### config.mk
export PLATFORM = sky130hd
export DESIGN_NAME = cia_fabric
export DESIGN_NICKNAME = d
export VERILOG_FILES = /design/src/verilog/cia_pkg.sv /design/src/verilog/cia_wait_fsm.sv /design/src/verilog/cia_fabric.sv
export SDC_FILE = /design/constraint.sdc
export NUM_CORES = 1
export LEC_CHECK = 0
export CELL_PAD_IN_SITES_DETAIL_PLACEMENT = 1
export CELL_PAD_IN_SITES_GLOBAL_PLACEMENT = 2
export CORE_AREA = 2 2 160 162
export DETAILED_ROUTE_END_ITERATION = 7
export DIE_AREA = 0 0 162 164
export DONT_BUFFER_PORTS = 1
export PLACE_DENSITY_LB_ADDON = 0.1
export SETUP_SLACK_MARGIN = 0.3
export SKIP_LAST_GASP = 1
export SLEW_MARGIN = 20
export SYNTH_ARGS = -nofsm -noshare
export SYNTH_HDL_FRONTEND = slang
export SYNTH_SLANG_ARGS = --single-unit
### constraint.sdc
create_clock -name clk_sys -period 1.8 [get_ports clk_sys]
set_input_delay 0 -clock clk_sys [delete_from_list [all_inputs] [get_ports clk_sys]]
set_output_delay 0 -clock clk_sys [all_outputs]
set_load 0.01 [all_outputs]
### src/verilog/cia_pkg.sv
// shared types, constants and helpers of the interconnect fabric
package cia_pkg;

   // bus widths
   localparam int CIA_AW = 32;
   localparam int CIA_DW = 32;
   localparam int CIA_BEW = CIA_DW / 8;
   // byte address to word address shift
   localparam int CIA_WORD_LSB = 2;
   // width of wait counters and of the window size field
   localparam int CIA_CNT_W = 4;
   localparam int CIA_SPAN_W = 6;

   typedef logic [CIA_CNT_W-1:0] cia_cnt_t;

   localparam cia_cnt_t CIA_CNT_ZERO = 4'h0;
   localparam cia_cnt_t CIA_CNT_ONE = 4'h1;

   // request from one master
   typedef struct packed {
      logic [CIA_AW-1:0] addr;
      logic rd;
      logic wr;
      logic [CIA_DW-1:0] wdata;
      logic [CIA_BEW-1:0] ben;
   } cia_mreq_s;

   // answer to one master
   typedef struct packed {
      logic [CIA_DW-1:0] rdata;
      logic waitreq;
      logic err;
   } cia_mrsp_s;

   // request to one slave
   typedef struct packed {
      logic sel;
      logic [CIA_AW-1:0] addr;
      logic rd;
      logic wr;
      logic [CIA_DW-1:0] wdata;
      logic [CIA_BEW-1:0] ben;
   } cia_sreq_s;

   // answer from one slave
   typedef struct packed {
      logic [CIA_DW-1:0] rdata;
      logic waitreq;
   } cia_srsp_s;

   // declared placement and timing of one slave
   typedef struct packed {
      logic [CIA_AW-1:0] base;
      logic [CIA_SPAN_W-1:0] span;
      cia_cnt_t setup;
      cia_cnt_t wait_cyc;
      cia_cnt_t hold;
      logic use_wreq;
   } cia_scfg_s;

   // default map: a plain memory and a slow peripheral
   localparam cia_scfg_s CIA_SCFG_S0 = '{base: 32'h0000_0000, span: 6'h10,
      setup: 4'h0, wait_cyc: 4'h0, hold: 4'h0, use_wreq: 1'b0};
   localparam cia_scfg_s CIA_SCFG_S1 = '{base: 32'h0001_0000, span: 6'h0c,
      setup: 4'h1, wait_cyc: 4'h2, hold: 4'h1, use_wreq: 1'b1};

   // wait-state sequencer states
   typedef enum logic [2:0] {
      CIA_IDLE = 3'b000,
      CIA_SETUP = 3'b001,
      CIA_STROBE = 3'b010,
      CIA_HOLD = 3'b011,
      CIA_DONE = 3'b100
   } cia_wst_e;

   // byte mask of a slave window
   function automatic logic [CIA_AW-1:0] cia_mask(input cia_scfg_s cfg);
      cia_mask = (CIA_AW'(1) << cfg.span) - CIA_AW'(1);
   endfunction

   // address falls into the slave window
   function automatic logic cia_hit(input logic [CIA_AW-1:0] addr, input cia_scfg_s cfg);
      cia_hit = ((addr & ~cia_mask(cfg)) == (cfg.base & ~cia_mask(cfg)));
   endfunction

   // word offset inside the slave, upper bits zero
   function automatic logic [CIA_AW-1:0] cia_saddr(input logic [CIA_AW-1:0] addr, input cia_scfg_s cfg);
      cia_saddr = (addr & cia_mask(cfg)) >> CIA_WORD_LSB;
   endfunction

endpackage

### src/verilog/cia_wait_fsm.sv
// wait-state sequencer for one slave port
`timescale 1ns/1ns
module cia_wait_fsm import cia_pkg::*; #(
   parameter cia_scfg_s SCFG = CIA_SCFG_S0
) (
   // clock and reset
   input wire logic clk_sys,
   input wire logic rst_b,
   // fabric side
   input wire logic start,
   input wire logic is_rd,
   output logic done,
   output logic [CIA_DW-1:0] rdata,
   // slave side
   input wire logic slv_wreq,
   input wire logic [CIA_DW-1:0] slv_rdata,
   output logic strobe_rd,
   output logic strobe_wr
);

   typedef struct packed {
      cia_wst_e st;
      cia_cnt_t cnt;
      logic rd;
      logic [CIA_DW-1:0] rdata;
   } cia_wfsm_s;

   cia_wfsm_s st_reg;
   cia_wfsm_s st_next;
   logic slv_ready;

   // slave may finish: fixed count run out and, if used, its stall dropped
   assign slv_ready = (st_reg.cnt == CIA_CNT_ZERO) && !(SCFG.use_wreq && slv_wreq);

   // strobes only in the strobe phase, done only in the done phase
   assign strobe_rd = (st_reg.st == CIA_STROBE) && st_reg.rd;
   assign strobe_wr = (st_reg.st == CIA_STROBE) && !st_reg.rd;
   assign done = (st_reg.st == CIA_DONE);
   assign rdata = st_reg.rdata;

   // next-state logic
   always_comb begin
      st_next = st_reg;
      case (st_reg.st)
         CIA_IDLE: begin
            if (start) begin
               st_next.rd = is_rd;
               if (SCFG.setup != CIA_CNT_ZERO) begin
                  st_next.st = CIA_SETUP;
                  st_next.cnt = SCFG.setup - CIA_CNT_ONE;
               end else begin
                  st_next.st = CIA_STROBE;
                  st_next.cnt = SCFG.wait_cyc;
               end
            end
         end
         CIA_SETUP: begin
            if (st_reg.cnt == CIA_CNT_ZERO) begin
               st_next.st = CIA_STROBE;
               st_next.cnt = SCFG.wait_cyc;
            end else begin
               st_next.cnt = st_reg.cnt - CIA_CNT_ONE;
            end
         end
         CIA_STROBE: begin
            if (slv_ready) begin
               st_next.rdata = st_reg.rd ? slv_rdata : st_reg.rdata;
               if (SCFG.hold != CIA_CNT_ZERO) begin
                  st_next.st = CIA_HOLD;
                  st_next.cnt = SCFG.hold - CIA_CNT_ONE;
               end else begin
                  st_next.st = CIA_DONE;
               end
            end else if (st_reg.cnt != CIA_CNT_ZERO) begin
               st_next.cnt = st_reg.cnt - CIA_CNT_ONE;
            end
         end
         CIA_HOLD: begin
            if (st_reg.cnt == CIA_CNT_ZERO) begin
               st_next.st = CIA_DONE;
            end else begin
               st_next.cnt = st_reg.cnt - CIA_CNT_ONE;
            end
         end
         CIA_DONE: begin
            st_next.st = CIA_IDLE;
         end
         default: begin
            st_next.st = CIA_IDLE;
         end
      endcase
   end

   // state register
   always_ff @(posedge clk_sys or negedge rst_b) begin
      if (!rst_b) begin
         st_reg <= '{st: CIA_IDLE, cnt: CIA_CNT_ZERO, rd: 1'b0, rdata: '0};
      end else begin
         st_reg <= st_next;
      end
   end

endmodule // cia_wait_fsm

### src/verilog/cia_fabric.sv
// partial-crossbar interconnect between memory-mapped masters and slaves
`timescale 1ns/1ns

// Operation
// - per-slave select asserted on window hit
// - slaves never decode, select does it
// - slave gets word offset, needed bits only
// - one address decoder per master
// - each slave window has own width
// - window placed by base parameter
// - granted master write data to slave
// - selected slave read data to requester
// - one read multiplexer per master
// - wait states add whole cycles
// - wait on every mapped access until the slave is done
// - setup and hold cycles around strobes
// - small state machine sequences the strobes
// - stall master until arbitration grants
// - distinct pairs transfer concurrently
// - synchronous logic, no tristate, no sharing
// - paths registered, sequenced or wired
// - adapt optional slave stall signal
// - wait behaviour from slave timing parameters
module cia_fabric import cia_pkg::*; #(
   parameter int N_MST = 2,
   parameter int N_SLV = 2,
   parameter cia_scfg_s [N_SLV-1:0] SLV_CFG = {CIA_SCFG_S1, CIA_SCFG_S0}
) (
   // clock and reset
   input wire logic clk_sys,
   input wire logic rst_b,
   // master ports
   input wire cia_mreq_s [N_MST-1:0] m_req,
   output cia_mrsp_s [N_MST-1:0] m_rsp,
   // slave ports
   output cia_sreq_s [N_SLV-1:0] s_req,
   input wire cia_srsp_s [N_SLV-1:0] s_rsp
);

   localparam int MIW = (N_MST > 1) ? $clog2(N_MST) : 1;
   localparam int SIW = (N_SLV > 1) ? $clog2(N_SLV) : 1;

   // ownership of each slave
   typedef struct packed {
      logic [N_SLV-1:0] own_vld;
      logic [N_SLV-1:0][MIW-1:0] own_idx;
      logic [N_SLV-1:0][MIW-1:0] last_idx;
   } cia_arb_s;

   cia_arb_s arb_reg;
   cia_arb_s arb_next;

   // decoder results per master
   logic [N_MST-1:0] m_active;
   logic [N_MST-1:0] m_mapped;
   logic [N_MST-1:0][SIW-1:0] m_tgt;

   // sequencer signals per slave
   logic [N_SLV-1:0] s_done;
   logic [N_SLV-1:0] s_strobe_rd;
   logic [N_SLV-1:0] s_strobe_wr;
   logic [N_SLV-1:0][CIA_DW-1:0] s_rdata;
   logic [N_SLV-1:0][N_MST-1:0] s_want;

   // ----------------------------------------------------------------
   // address decoding, one instance per master
   // ----------------------------------------------------------------
   for (genvar gm = 0; gm < N_MST; gm++) begin : g_dec

      // a read or a write is pending
      assign m_active[gm] = m_req[gm].rd || m_req[gm].wr;

      always_comb begin
         m_mapped[gm] = 1'b0;
         m_tgt[gm] = '0;
         // lowest slave index wins on overlapping windows
         for (int s = N_SLV - 1; s >= 0; s--) begin
            if (cia_hit(m_req[gm].addr, SLV_CFG[s])) begin
               m_mapped[gm] = 1'b1;
               m_tgt[gm] = SIW'(s);
            end
         end
      end

   end

   // which masters want which slave
   always_comb begin
      for (int s = 0; s < N_SLV; s++) begin
         for (int m = 0; m < N_MST; m++) begin
            s_want[s][m] = m_active[m] && m_mapped[m] && (m_tgt[m] == SIW'(s));
         end
      end
   end

   // ----------------------------------------------------------------
   // ownership of slaves: round robin from the last owner
   // ----------------------------------------------------------------
   always_comb begin
      int idx;
      logic found;
      idx = 0;
      found = 1'b0;
      arb_next = arb_reg;
      for (int s = 0; s < N_SLV; s++) begin
         found = 1'b0;
         if (arb_reg.own_vld[s]) begin
            // release when the slave transfer is finished
            if (s_done[s]) begin
               arb_next.own_vld[s] = 1'b0;
            end
         end else begin
            for (int k = 1; k <= N_MST; k++) begin
               idx = (int'(arb_reg.last_idx[s]) + k) % N_MST;
               if (!found && s_want[s][idx]) begin
                  found = 1'b1;
                  arb_next.own_vld[s] = 1'b1;
                  arb_next.own_idx[s] = MIW'(idx);
                  arb_next.last_idx[s] = MIW'(idx);
               end
            end
         end
      end
   end

   always_ff @(posedge clk_sys or negedge rst_b) begin
      if (!rst_b) begin
         arb_reg <= '0;
      end else begin
         arb_reg <= arb_next;
      end
   end

   // ----------------------------------------------------------------
   // slave side: select, address, write data and strobes
   // ----------------------------------------------------------------
   // independent slave paths
   for (genvar gs = 0; gs < N_SLV; gs++) begin : g_slv

      cia_mreq_s own_req;

      // request of the current owner
      // relies on held request
      assign own_req = m_req[arb_reg.own_idx[gs]];

      cia_wait_fsm #(
         .SCFG(SLV_CFG[gs])
      ) u_wait (
         .clk_sys(clk_sys),
         .rst_b(rst_b),
         .start(arb_reg.own_vld[gs] && !s_done[gs]),
         .is_rd(own_req.rd),
         .done(s_done[gs]),
         .rdata(s_rdata[gs]),
         .slv_wreq(s_rsp[gs].waitreq),
         .slv_rdata(s_rsp[gs].rdata),
         .strobe_rd(s_strobe_rd[gs]),
         .strobe_wr(s_strobe_wr[gs])
      );

      // slave port drive
      always_comb begin
         s_req[gs] = '0;
         if (arb_reg.own_vld[gs]) begin
            s_req[gs].sel = 1'b1;
            s_req[gs].addr = cia_saddr(own_req.addr, SLV_CFG[gs]);
            s_req[gs].wdata = own_req.wdata;
            s_req[gs].ben = own_req.ben;
            s_req[gs].rd = s_strobe_rd[gs];
            s_req[gs].wr = s_strobe_wr[gs];
         end
      end

   end

   // ----------------------------------------------------------------
   // master side: stall and read data, one mux per master
   // ----------------------------------------------------------------
   // per-master mux
   for (genvar gm = 0; gm < N_MST; gm++) begin : g_rsp

      logic own_here;
      logic fin_here;

      // this master owns its target slave
      assign own_here = arb_reg.own_vld[m_tgt[gm]] && (arb_reg.own_idx[m_tgt[gm]] == MIW'(gm));

      // the target slave has just finished for this master
      assign fin_here = own_here && s_done[m_tgt[gm]];

      // answer assembly
      always_comb begin
         m_rsp[gm].rdata = '0;
         m_rsp[gm].err = 1'b0;
         m_rsp[gm].waitreq = 1'b0;
         if (m_active[gm]) begin
            if (!m_mapped[gm]) begin
               // unmapped address ends at once with an error flag
               m_rsp[gm].err = 1'b1;
            end else begin
               m_rsp[gm].waitreq = !fin_here;
               if (fin_here && m_req[gm].rd) begin
                  m_rsp[gm].rdata = s_rdata[m_tgt[gm]];
               end
            end
         end
      end

   end

   // ----------------------------------------------------------------
   // optional slave stall handling
   // ----------------------------------------------------------------
   // optional stall adapted
   // a slave without a stall output sets use_wreq low in its
   // configuration; its stall input is then ignored by the
   // sequencer and only the fixed wait count shapes the strobe

endmodule // cia_fabric

* Yosys cells after proc, flatten, opt, wreduce, memory -nomap -nowiden *
Index checks and enable logic that the tools add are counted.

word-level totals
  bits of input ports = 208
  logic and storage cells = 192
  register bits after elaboration = 84
  output and inout bits = 210

operators by class
  add/sub/neg operators = 6
  mux-type cells = 81
  reduce and logical (&&, ||, !) cells = 55
  bitwise operators = 9
  equality and inequality tests = 22
  $lt $le $gt $ge = 8

operators with widths
  operator                                                                 count
  32-bit two-way mux                                                       6
  71-bit two-way mux                                                       2
  54-bit two-way mux                                                       2
  50-bit two-way mux                                                       2
  34-bit two-way mux                                                       2
  33-bit two-way mux                                                       2
  32-bit logical NOT                                                       2
  1-bit two-way mux                                                        46
  20-bit by 5-bit == test with 1-bit output, second input constant         2
  4-bit two-way mux                                                        8
  4-bit one-hot mux with 4 select lines                                    2
  1-bit logical AND                                                        21
  8-bit two-way mux                                                        2
  4-bit nonzero test                                                       4
  3-bit two-way mux                                                        5
  2-bit by 1-bit inequality test with 1-bit output, second input constant  7
  3-bit by 2-bit == test with 1-bit output, second input constant          4
  2-bit by 3-bit < comparator with 1-bit output, second input constant     4
  3-bit one-hot mux with 4 select lines                                    1
  1-bit logical NOT                                                        9
  3-bit one-hot mux with 3 select lines                                    1
  3-bit AND reduction                                                      3
  4-bit logical NOT                                                        2
  1-bit by 2-bit < comparator with 1-bit output, second input constant     4
  other kinds (15)                                                         38

* Depth between registers and ports, before layout *
Gate-level depths: netlist of the first run.

  word-level depth = 14
  depth in mapped cells = 8
  mapped depth without buffers = 6

* Modules after synthesis *
From an unflattened synthesis of the first run, not the netlist that was laid out.

unflattened totals
  cell total of the unflattened synthesis = 793
  area total of the unflattened synthesis = 7,606.0 µm²

by module, submodules not included
  module                           times used  cells each  sequential area each (µm²)  area each (µm²)
  cia_fabric                       1           507         100.1                       3,567.2
  cia_wait_fsm at g_slv[1].u_wait  1           147         1,001.0                     2,049.5
  cia_wait_fsm at g_slv[0].u_wait  1           139         975.9                       1,989.4

* Least setup slack after synthesis of the first run *
Ideal clock, no wire load.

  kind = register to register
  start point = reg g_slv[0].u_wait.st_reg[33] (netlist bit)
  end point = reg g_slv[0].u_wait.st_reg, in the netlist g_slv[0].u_wait.rdata[12]
  required time = 1.672 ns
  arrival = 1.679 ns
  setup time = 0.128 ns
  stages on the path, launching flop included = 8
  clock period less this slack = 1.807 ns
  buffers on the path = 1
  setup slack = -0.007 ns
  cell sequence = dfrtp_1 inv_1 ha_1 nor3b_4 nor3b_2 nand2_1 buf_2 mux2_1

between the ends
  word-level cells in the longest chain between the ends = 2

RTL lines
  item                           line                source
  start, declared                cia_wait_fsm.sv:28  cia_wfsm_s st_reg;
  start signal, assigned         cia_wait_fsm.sv:97  st_reg <= '{st: CIA_IDLE, cnt: CIA_CNT_ZERO, rd: 1'b0, rdata: '0};
  start signal, assigned         cia_wait_fsm.sv:99  st_reg <= st_next;
  4-bit logical NOT              cia_wait_fsm.sv:33  assign slv_ready = (st_reg.cnt == CIA_CNT_ZERO) && !(SCFG.use_wreq && slv_wreq);
  3-bit AND reduction (no line)  n/a

No other way between the ends.
A chain may end at the register's enable or synchronous reset.

==> results of run 1 <==
routing by layer:
metal | vias up | share of wire
met5 | - | 0
met4 | 0 | 0.027
met3 | 48 | 0.063
met2 | 280 | 0.53
met1 | 3081 | 0.38
li1 | 2670 | -
power by group through the flow:
stage	logic [µW]	clock network (µW)	registers (µW)
final	953	1940	2240
after global routing	1030	2080	2270
after CTS	918	2010	2230
after detailed placement	720	0	2270
after global placement	690	0	2250
after floorplan	673	0	2220
worst register-to-register path, stage by stage (launching register included):
cell and delay (ns):
dfrtp_1 0.40, inv_2 0.09, ha_4 0.13, nor3b_4 0.22, nor3b_4 0.28, nand2_4 0.18, buf_12 0.20, mux2_4 0.30
final cells by class:
cell class                 count  area (µm²)  share of cell area
multi-input combinational    552        5020               0.496
timing repair buffer         175        2270               0.224
sequential                    83        2080               0.206
tap                          330         413              0.0408
clock buffer                  10         229              0.0226
clock inverter                 6        73.8             0.00729
inverter                      11        41.3             0.00408
layout by cell type (no fill, tap or decap), types with 7 or more instances in the layout:
| master | netlist | layout |
|---|---|---|
| nor2b_2 | 0 | 80 |
| dfrtp_1 | 83 | 80 |
| mux2i_1 | 98 | 77 |
| dlygate4sd3_1 | 0 | 69 |
| a22oi_1 | 63 | 63 |
| buf_4 | 43 | 46 |
| nor2_1 | 66 | 44 |
| conb_1 | 1 | 40 |
| mux2_4 | 0 | 33 |
| mux2_2 | 63 | 32 |
| nor2_4 | 0 | 31 |
| buf_12 | 0 | 21 |
| buf_16 | 0 | 17 |
| clkbuf_16 | 0 | 15 |
| buf_6 | 6 | 13 |
| nor2_2 | 21 | 12 |
| nand2_1 | 12 | 11 |
| mux2i_4 | 0 | 11 |
| nor2b_4 | 0 | 11 |
| mux2i_2 | 0 | 10 |
| nor4_1 | 10 | 9 |
| nor3_1 | 9 | 8 |
| a21oi_1 | 11 | 8 |
| nor2b_1 | 98 | 7 |
metrics by stage:
stage / TNS [ns] / power (µW) / setup slack (ns)
detailed placement: -2.23 / 2990 / -0.0829
global placement: -0.979 / 2940 / -0.0336
floorplan: 0 / 2890 / 0.0359
finish: -14.03 / 5130 / -0.248
global route: -27.14 / 5380 / -0.347
CTS: -14.84 / 5160 / -0.289
what timing repair did:
action,4_1_cts,5_1_grt
pin swaps,9,10
gates resized for setup,157,111
hold endpoints to repair,153,83
endpoints found under the setup margin,236,235
gates cloned,16,6
buffers inserted,22,12
cell families (layout without fill, tap and decap cells):
kind of cell | count (synthesis) | after routing | share of synthesized area
mux | 163 | 163 | 0.260
other cells | 1 | 40 | 0.000569
buf+inv | 106 | 202 | 0.0956
flops | 83 | 83 | 0.315
fa+ha+maj | 4 | 4 | 0.00759
simple gates | 242 | 242 | 0.209
xor+xnor | 1 | 1 | 0.00133
compound gates | 102 | 102 | 0.112
worst max-delay path by stage:
stage          depth (start not counted)                       start  slack (ns)                         to
2_1_floorplan                          7  g_slv[0].u_wait.st_reg[33]        0.04  g_slv[0].u_wait.rdata[12]
3_3_place_gp                           7  g_slv[1].u_wait.st_reg[33]       -0.03  g_slv[1].u_wait.rdata[25]
3_5_place_dp                           7  g_slv[1].u_wait.st_reg[34]       -0.08  g_slv[1].u_wait.rdata[16]
4_1_cts                                6  g_slv[1].u_wait.st_reg[37]       -0.29                  m_rsp[29]
5_1_grt                                6  g_slv[1].u_wait.st_reg[37]       -0.35                  m_rsp[42]
6_report                               5                  arb_reg[0]       -0.25                  m_rsp[21]
==> results.yml, run 1 <==
setup_path:
  cp_data_arrival_time_ns: 2.05
  crit_fanout: 10
  slowest_stage: "or4bb_4"
  r2r_slack_ns: -0.11
  worstSetupPathType: "flip-flop to output pin"
  critPathCaptureType: "output pin"
  cp-start-kind: "flip-flop"
  r2r_end: "g_slv[0].u_wait.rdata[12]"
  r2r_cells: 7
  max_stage_delay_ns: 0.57
  worstPathCellList: "or4bb_4 -> a21oi_2 -> o211ai_4 -> clkbuf_16 -> nor2_4"
  cp_top_family: "simple AND/OR/NAND/NOR gates"
  cp.required_ns: 1.80
  worst-path-buf-inv: 1
  r2r_start: "g_slv[0].u_wait.st_reg[34]"
yosys:
  synth_edf_count: 0
  syn_inst: 702
  synth.area.top_cells: "dfrtp_1 31%, mux2i_1 15%, mux2_2 11%"
  synth_top_area_cell: "dfrtp_1"
  synth_cell_types: 52
  ys_ff_latch: 83
  async_flop_share: 1.00
  synth_seq_area_share: 0.315
  synth_top_area_share: 0.315
  synthTopCellsByCount: "98 x mux2i_1, 98 x nor2b_1, 83 x dfrtp_1"
  syn_area_mm2: 0.00659
  syn_avg_cell_area_um2: 9.39
  synth_warnings: 0
  ys.flop_type: "dfrtp_1"
timing:
  whs_ns: -0.657
  finalMaxSlewViolations: 0
  worst_slack_ns: -0.248
  final_hold_viol_count: 83
  max_freq_mhz: 488
  fin_worst_skew_ns: 0.00811
  period_share: 1.14
  tightest_slew_ns: 0.606
  grt_setup_unrepaired: "true"
  relSlewSlack: 0.595
  period_minus_slack_ns: 2.05
  setup_viol: 125
global_route:
  top_usage_layer: "met2"
  antenna_found_initial: 0
  grtUsageMet2: 0.383
  grt_use_total: 0.205
  grt_pass1_vias: 6507
  grtUsageMet3: 0.0414
  grt_max_degree: 84
  use_met1: 0.234
  grt_pass1_wl_um: 41000
  grt_overflow_total: 0
power_and_ir_drop:
  pwr-share-seq: 0.436
  p_leak_uw: 0.00363
  netSwitchingFraction: 0.282
  p_sw_uw: 1450
  power.internal_uw: 3690
  powerDensity_mw_per_mm2: 507
  peakVddDrop_uv: 409
  p_comb_frac: 0.186
  pwr-share-clk: 0.378
final_layout:
  largest_reg_flops: 64
  diodes: 0
  final_util: 0.408
  drive_above_1_share: 0.450
  area_delta_synth_final_pct: 53.5
  fillCellCount: 2688
  layout.nets: 1044
  finalInstanceArea_mm2: 0.0101
  finalNonFillerCells: 1167
place:
  hpwl_um: 18900
  placed_cells: 1026
  io_buffers: 0
  globalplace.congestion: 0.858
  place_area_mm2: 0.00727
routing:
  wl_per_cell_um: 25.4
  drcViolationCount: 0
  drtIter0Drc: 235
  final_antenna_net_count: 0
  dr.pass1.iters: 4
  drt_wl_total_um: 29600
  vias: 6079
  viasPerCell: 5.21
floorplan:
  rows: 58
  dieArea_mm2: 0.0266
  io_pins: 418
  fp.dieW_um: 162
  initial_core_util: 0.266
  fp.dieH_um: 164
  fp.coreArea_mm2: 0.0248
clock_tree:
  cts.sinks: 83
  numCtsBuffers: 9
  clk_pin_slew_ns: 0.07
  clk_path_buf_depth: 2
  cts-htree-levels: 3
  cts_tree: "built"
  worstSkewPairLatency_ns: 0.35
  clock-root-buffer: "clkbuf_16"
  cts-hold-fix-buffers: 69
worst_hold_path:
  hp-class: "input pin to async pin"
outcome:
  violations: "negative hold slack, negative setup slack"
  status: "finished with violations"
job:
  cap_violations: 0
Power figures use the tool's default switching activity.
==> run 2, diff against run 1 <==
--- a/config.mk
+++ b/config.mk
@@ -7,10 +7,11 @@
 export LEC_CHECK = 0
 export CELL_PAD_IN_SITES_DETAIL_PLACEMENT = 1
 export CELL_PAD_IN_SITES_GLOBAL_PLACEMENT = 2
-export CORE_AREA = 2 2 160 162
+export CORE_AREA = 2 2 163 165
 export DETAILED_ROUTE_END_ITERATION = 7
-export DIE_AREA = 0 0 162 164
+export DIE_AREA = 0 0 165 167
 export DONT_BUFFER_PORTS = 1
+export HOLD_SLACK_MARGIN = 0.15
 export PLACE_DENSITY_LB_ADDON = 0.1
 export SETUP_SLACK_MARGIN = 0.3
 export SKIP_LAST_GASP = 1
==> constraint.sdc (replaced) <==
create_clock -name clk_sys -period 2.25 [get_ports clk_sys]
set_input_delay 0 -clock clk_sys [delete_from_list [all_inputs] [get_ports clk_sys]]
set_output_delay 0 -clock clk_sys [all_outputs]
set_load 0.01 [all_outputs]
==> run 2 against run 1 <==
Against the previous run:
- clock skew is 0.0025 ns higher
- critical path depth stayed put
- count of clock-buffer cells in the layout is 1 higher
- non-clock buffer count is 30 lower
- clock power is 20% lower
- first-iteration DRC count is 3.4% lower
- wire length is 6.8% lower
- hold slack better by 0.85 ns
- via count is 4.4% lower
- register-to-register slack better by 0.49 ns
- the flow now finishes without violations
==> results.yml, run 2 (synthesis results as in run 1) <==
floorplan:
  io_pins: 418
  dieArea_mm2: 0.0276
  rows: 59
  fp.coreArea_mm2: 0.0258
  fp.dieW_um: 165
  initial_core_util: 0.256
  fp.dieH_um: 167
global_route:
  grt_pass1_wl_um: 38900
  grt_overflow_total: 0
  grt_max_degree: 84
  antenna_found_initial: 0
  grt_pass1_vias: 6369
  grt_use_total: 0.186
final_layout:
  drive_above_1_share: 0.278
  largest_reg_flops: 64
  diodes: 0
  layout.nets: 1014
  mostFrequentLayoutCells: "98 x mux2i_1, 98 x nor2b_1, 93 x dlygate4sd3_1"
  finalInstanceArea_mm2: 0.00875
  final_util: 0.340
  area_delta_synth_final_pct: 32.7
worst_hold_path:
  hp-class: "input pin to flip-flop"
  hp-start: "m_req[50]"
  min_path_cells: 4
  hold_path_end: "arb_reg[1]"
power_and_ir_drop:
  pwr-share-seq: 0.435
  p_sw_uw: 1140
  pwr-share-clk: 0.378
  netSwitchingFraction: 0.276
  peakVddDrop_uv: 334
  p_leak_uw: 0.00320
  power.internal_uw: 2990
  total_power_uw: 4120
  powerDensity_mw_per_mm2: 471
  p_comb_frac: 0.187
clock_tree:
  clk_path_buf_depth: 2
  cts.sinks: 83
  clk_pin_slew_ns: 0.06
  numCtsBuffers: 9
  cts_tree: "built"
  cts-htree-levels: 3
  clock-root-buffer: "clkbuf_16"
  worstSkewPairLatency_ns: 0.35
place:
  hpwl_um: 18400
  place_area_mm2: 0.00684
  io_buffers: 0
  preCtsSetupSlack_ns: 0.241
  globalplace.congestion: 0.765
routing:
  wl_met3_um: 2290
  met2WireLength_um: 14300
  drtIter0Drc: 227
  highest_layer: "met4"
  final_antenna_net_count: 0
  drcViolationCount: 0
  dr.pass1.iters: 4
  route.layer.met1.wl_um: 10800
  wl_per_cell_um: 24.2
  viasPerCell: 5.10
  drt_wl_total_um: 27600
  vias: 5814
timing:
  period_share: 0.923
  period_minus_slack_ns: 2.08
  finalMaxSlewViolations: 0
  tns_ns: 0
  grt_setup_unrepaired: "true"
  max_freq_mhz: 481
  fin_worst_skew_ns: 0.0106
  tightest_slew_ns: 0.795
  relSlewSlack: 0.465
  setup_viol: 0
  worst_slack_ns: 0.172
  final_hold_viol_count: 0
setup_path:
  cp_data_arrival_time_ns: 2.08
  r2r_slack_ns: 0.38
  cp-start-kind: "flip-flop"
  critPathCaptureType: "output pin"
  r2r_cells: 7
  r2r_start: "g_slv[0].u_wait.st_reg[33]"
  crit_start: "arb_reg[0]"
  max_stage_delay_ns: 0.60
  r2r_end: "g_slv[0].u_wait.rdata[12]"
  cp.required_ns: 2.25
  worstPathCellList: "or4bb_4 -> a21oi_4 -> o211ai_4 -> buf_12 -> nor2_2"
  slowest_stage: "or4bb_4"
  crit_fanout: 31
  worstSetupPathType: "flip-flop to output pin"
outcome:
  status: "completed"
job:
  cap_violations: 0
-- run 2: changes by cell type in the layout (fill, tap and decap cells not counted), sizes merged --
cell	change
clkinv	+1
clkinvlp	-2
buf	-51
clkbuf	-2
dlygate4sd3	+24
inv	-1
-- run 2: how the worst max path moves through the flow --
| stage | endpoint | slack [ns] | cells after the start |
|---|---|---|---|
| 2_1_floorplan | g_slv[0].u_wait.rdata[12] | 0.44 | 7 |
| 3_3_place_gp | g_slv[0].u_wait.rdata[12] | 0.27 | 7 |
| 3_5_place_dp | g_slv[0].u_wait.rdata[12] | 0.24 | 7 |
| 4_1_cts | m_rsp[13] | 0.15 | 5 |
| 5_1_grt | m_rsp[5] | 0.10 | 5 |
| 6_report | m_rsp[5] | 0.17 | 5 |
-- run 2: metal layers --
metal	up-vias	track usage
li1	2596	-
met1	2949	0.214
met2	250	0.332
met3	19	0.0590
met4	0	0.0416
met5	-	0
-- run 2: power by group through the flow --
stage / combinational [µW] / clock, µW / sequential (µW)
2_1_floorplan: 496 / 0 / 1770
3_3_place_gp: 516 / 0 / 1800
3_5_place_dp: 532 / 0 / 1810
4_1_cts: 727 / 1620 / 1790
5_1_grt: 851 / 1680 / 1820
6_report: 772 / 1560 / 1790
-- run 2: area by class of cell --
class | instances | area [µm²]
Clock buffer | 11 | 253
Clock inverter | 4 | 48.8
Fill cell | 2917 | 17000
Inverter | 11 | 41.3
Multi-Input combinational cell | 552 | 4350
Sequential cell | 83 | 2080
Tap cell | 335 | 419
Timing Repair Buffer | 145 | 1550
-- run 2: through the flow --
stage | instances | hold WS [ns]
after floorplan | 741 | -0.296
after global placement | 1007 | -0.292
after detailed placement | 1007 | -0.293
after CTS | 1130 | 0.158
after global routing | 1141 | 0.208
final | 1141 | 0.192
-- run 2: repair_timing --
item | 4_1_cts | 5_1_grt
hold buffers | 94 | 0
buffers inserted | 12 | 6
gates cloned | 2 | 5
endpoints found under the hold margin | 155 | 0
endpoints found under the setup margin | 139 | 181
gates resized for setup | 41 | 57
pin swaps | 3 | 8
-- run 2: worst max-delay path: cells and delay by family, from the launching register on --
kind / cells / cell delay (ns)
AND/OR/NAND/NOR: 2 / 0.83
flip-flops: 1 / 0.42
AO/OA/AOI/OAI: 2 / 0.26
buffers and inverters: 1 / 0.21
==> run 3, diff against run 2 <==
--- a/config.mk
+++ b/config.mk
@@ -5,11 +5,11 @@
 export SDC_FILE = /design/constraint.sdc
 export NUM_CORES = 1
 export LEC_CHECK = 0
-export CELL_PAD_IN_SITES_DETAIL_PLACEMENT = 1
-export CELL_PAD_IN_SITES_GLOBAL_PLACEMENT = 2
-export CORE_AREA = 2 2 163 165
+export CELL_PAD_IN_SITES_DETAIL_PLACEMENT = 0
+export CELL_PAD_IN_SITES_GLOBAL_PLACEMENT = 1
+export CORE_AREA = 2 2 164 166
 export DETAILED_ROUTE_END_ITERATION = 7
-export DIE_AREA = 0 0 165 167
+export DIE_AREA = 0 0 166 168
 export DONT_BUFFER_PORTS = 1
 export HOLD_SLACK_MARGIN = 0.15
 export PLACE_DENSITY_LB_ADDON = 0.1
==> run 3 against run 2 <==
Against the previous run:
- register-to-register slack about the same
- highest routed layer unchanged
- sequential cell count unchanged
- wire length decreased by 3.0%
- largest cell class unchanged
- maximum frequency increased by 2.4%
- hold slack got worse by 0.027 ns
- critical path type unchanged
- clock skew decreased by 0.0024 ns
- sequential power about the same
==> results.yml, run 3 (synthesis results as in run 1) <==
global_route:
  grt_overflow_total: 0
  grt_max_degree: 84
  antenna_found_initial: 1
  grt_pass1_vias: 6110
  grt_pass1_wl_um: 37700
  use_met1: 0.205
  grt_use_total: 0.174
  grtUsageMet3: 0.0529
  top_usage_layer: "met2"
  grtUsageMet2: 0.302
clock_tree:
  clk_pin_slew_ns: 0.07
  worstSkewPairLatency_ns: 0.35
  cts.sinks: 83
  numCtsBuffers: 9
  clock-root-buffer: "clkbuf_16"
  cts-htree-levels: 3
  clk_path_buf_depth: 2
  cts_tree: "built"
final_layout:
  fillCellCount: 2666
  multiInputGateArea_mm2: 0.00454
  area_delta_synth_final_pct: 40.0
  largest_reg_flops: 64
  layout.nets: 1038
  seqCellArea_mm2: 0.00208
  drive_above_1_share: 0.302
  mostFrequentLayoutCells: "98 x mux2i_1, 98 x nor2b_1, 87 x dlygate4sd3_1"
floorplan:
  io_pins: 418
  fp.coreArea_mm2: 0.0264
  dieArea_mm2: 0.0279
  initial_core_util: 0.250
  fp.dieH_um: 168
  fp.dieW_um: 166
  rows: 60
outcome:
  status: "completed"
timing:
  finalMaxSlewViolations: 0
  fin_worst_skew_ns: 0.00818
  period_minus_slack_ns: 2.03
  tightest_slew_ns: 0.791
  worst_slack_ns: 0.221
  tns_ns: 0
  final_hold_viol_count: 0
  period_share: 0.902
  max_freq_mhz: 493
  relSlewSlack: 0.468
  setup_viol: 0
  grt_setup_unrepaired: "true"
place:
  io_buffers: 0
  preCtsSetupSlack_ns: 0.259
  globalplace.congestion: 0.853
  hpwl_um: 18300
power_and_ir_drop:
  total_power_uw: 4180
  peakVddDrop_uv: 348
  p_leak_uw: 0.00339
  powerDensity_mw_per_mm2: 452
setup_path:
  critPathCaptureType: "output pin"
  crit_fanout: 14
  worst-path-buf-inv: 1
  cp_data_arrival_time_ns: 2.03
  worstPathCellList: "or4bb_4 -> a21oi_4 -> o211ai_4 -> buf_12 -> nor2_2"
  cp_top_family: "simple AND/OR/NAND/NOR gates"
  cp.required_ns: 2.25
  worstSetupPathType: "flip-flop to output pin"
  cp-start-kind: "flip-flop"
  slowest_stage: "or4bb_4"
  max_stage_delay_ns: 0.59
routing:
  vias: 5916
  final_antenna_net_count: 0
  viasPerCell: 5.04
  drtIter0Drc: 293
  dr.pass1.iters: 5
  wl_per_cell_um: 22.8
  drt_wl_total_um: 26800
  drcViolationCount: 0
job:
  cap_violations: 0
worst_hold_path:
  hp-class: "input pin to flip-flop"
run 3: power breakdown:
group	leakage [µW]	switching [µW]	internal (µW)
clock network	0.000151	684	906
logic	0.00218	394	408
registers	0.00106	126	1660
total	0.00339	1200	2970
run 3: stage by stage:
step,utilization,cells,hold WS [ns],instance area [µm²]
6_report,0.350,1173,0.165,9230
5_1_grt,0.350,1173,0.194,9230
3_5_place_dp,0.268,1044,-0.292,7060
3_3_place_gp,0.268,1044,-0.292,7060
2_1_floorplan,-,741,-0.296,6740
4_1_cts,0.323,1151,-0.670,8510
run 3: routing by layer:
layer	wire length, µm	up-vias
met4	778	0
met1	10600	2933
met3	2180	33
met2	13200	286
li1	-	2664
met5	0	-
run 3: worst paths after layout:
kind                                       startpoint                          to  slack (ns)  cells after the start
setup / recovery                           arb_reg[0]                   m_rsp[18]        0.22                      5
hold / removal                             m_req[120]                  arb_reg[1]        0.16                      5
setup reg to reg           g_slv[1].u_wait.st_reg[33]   g_slv[1].u_wait.rdata[30]        0.37                      7
hold reg to reg            g_slv[1].u_wait.st_reg[34]  g_slv[1].u_wait.st_reg[34]        0.53                      1
max in group asynchronous                       rst_b  g_slv[1].u_wait.st_reg[37]        1.62                      2
min in group asynchronous                       rst_b   g_slv[1].u_wait.rdata[25]        0.20                      2
run 3: cell type report:
| class | count | area share |
|---|---|---|
| multi-input combinational | 552 | 0.492 |
| clock inverter | 6 | 0.00772 |
| clock buffer | 10 | 0.0259 |
| inverter | 11 | 0.00447 |
| sequential | 83 | 0.226 |
| antenna | 1 | 0.000271 |
| tap | 341 | 0.0462 |
| timing repair buffer | 169 | 0.198 |
run 3: worst min-delay path: cells and delay by family:
kind            cells  cell delay (ns)
simple gates        3             0.27
compound gates      1             0.06
buf+inv             1             0.14
run 3: what timing repair did:
action                                  in CTS  in global routing
setup buffers                                4                 11
hold buffers                                86                  2
resized for setup                           54                109
endpoints found under the hold margin      155                 83
cloned                                       1                  8
pin swaps                                    3                 28
endpoints found under the setup margin     154                157
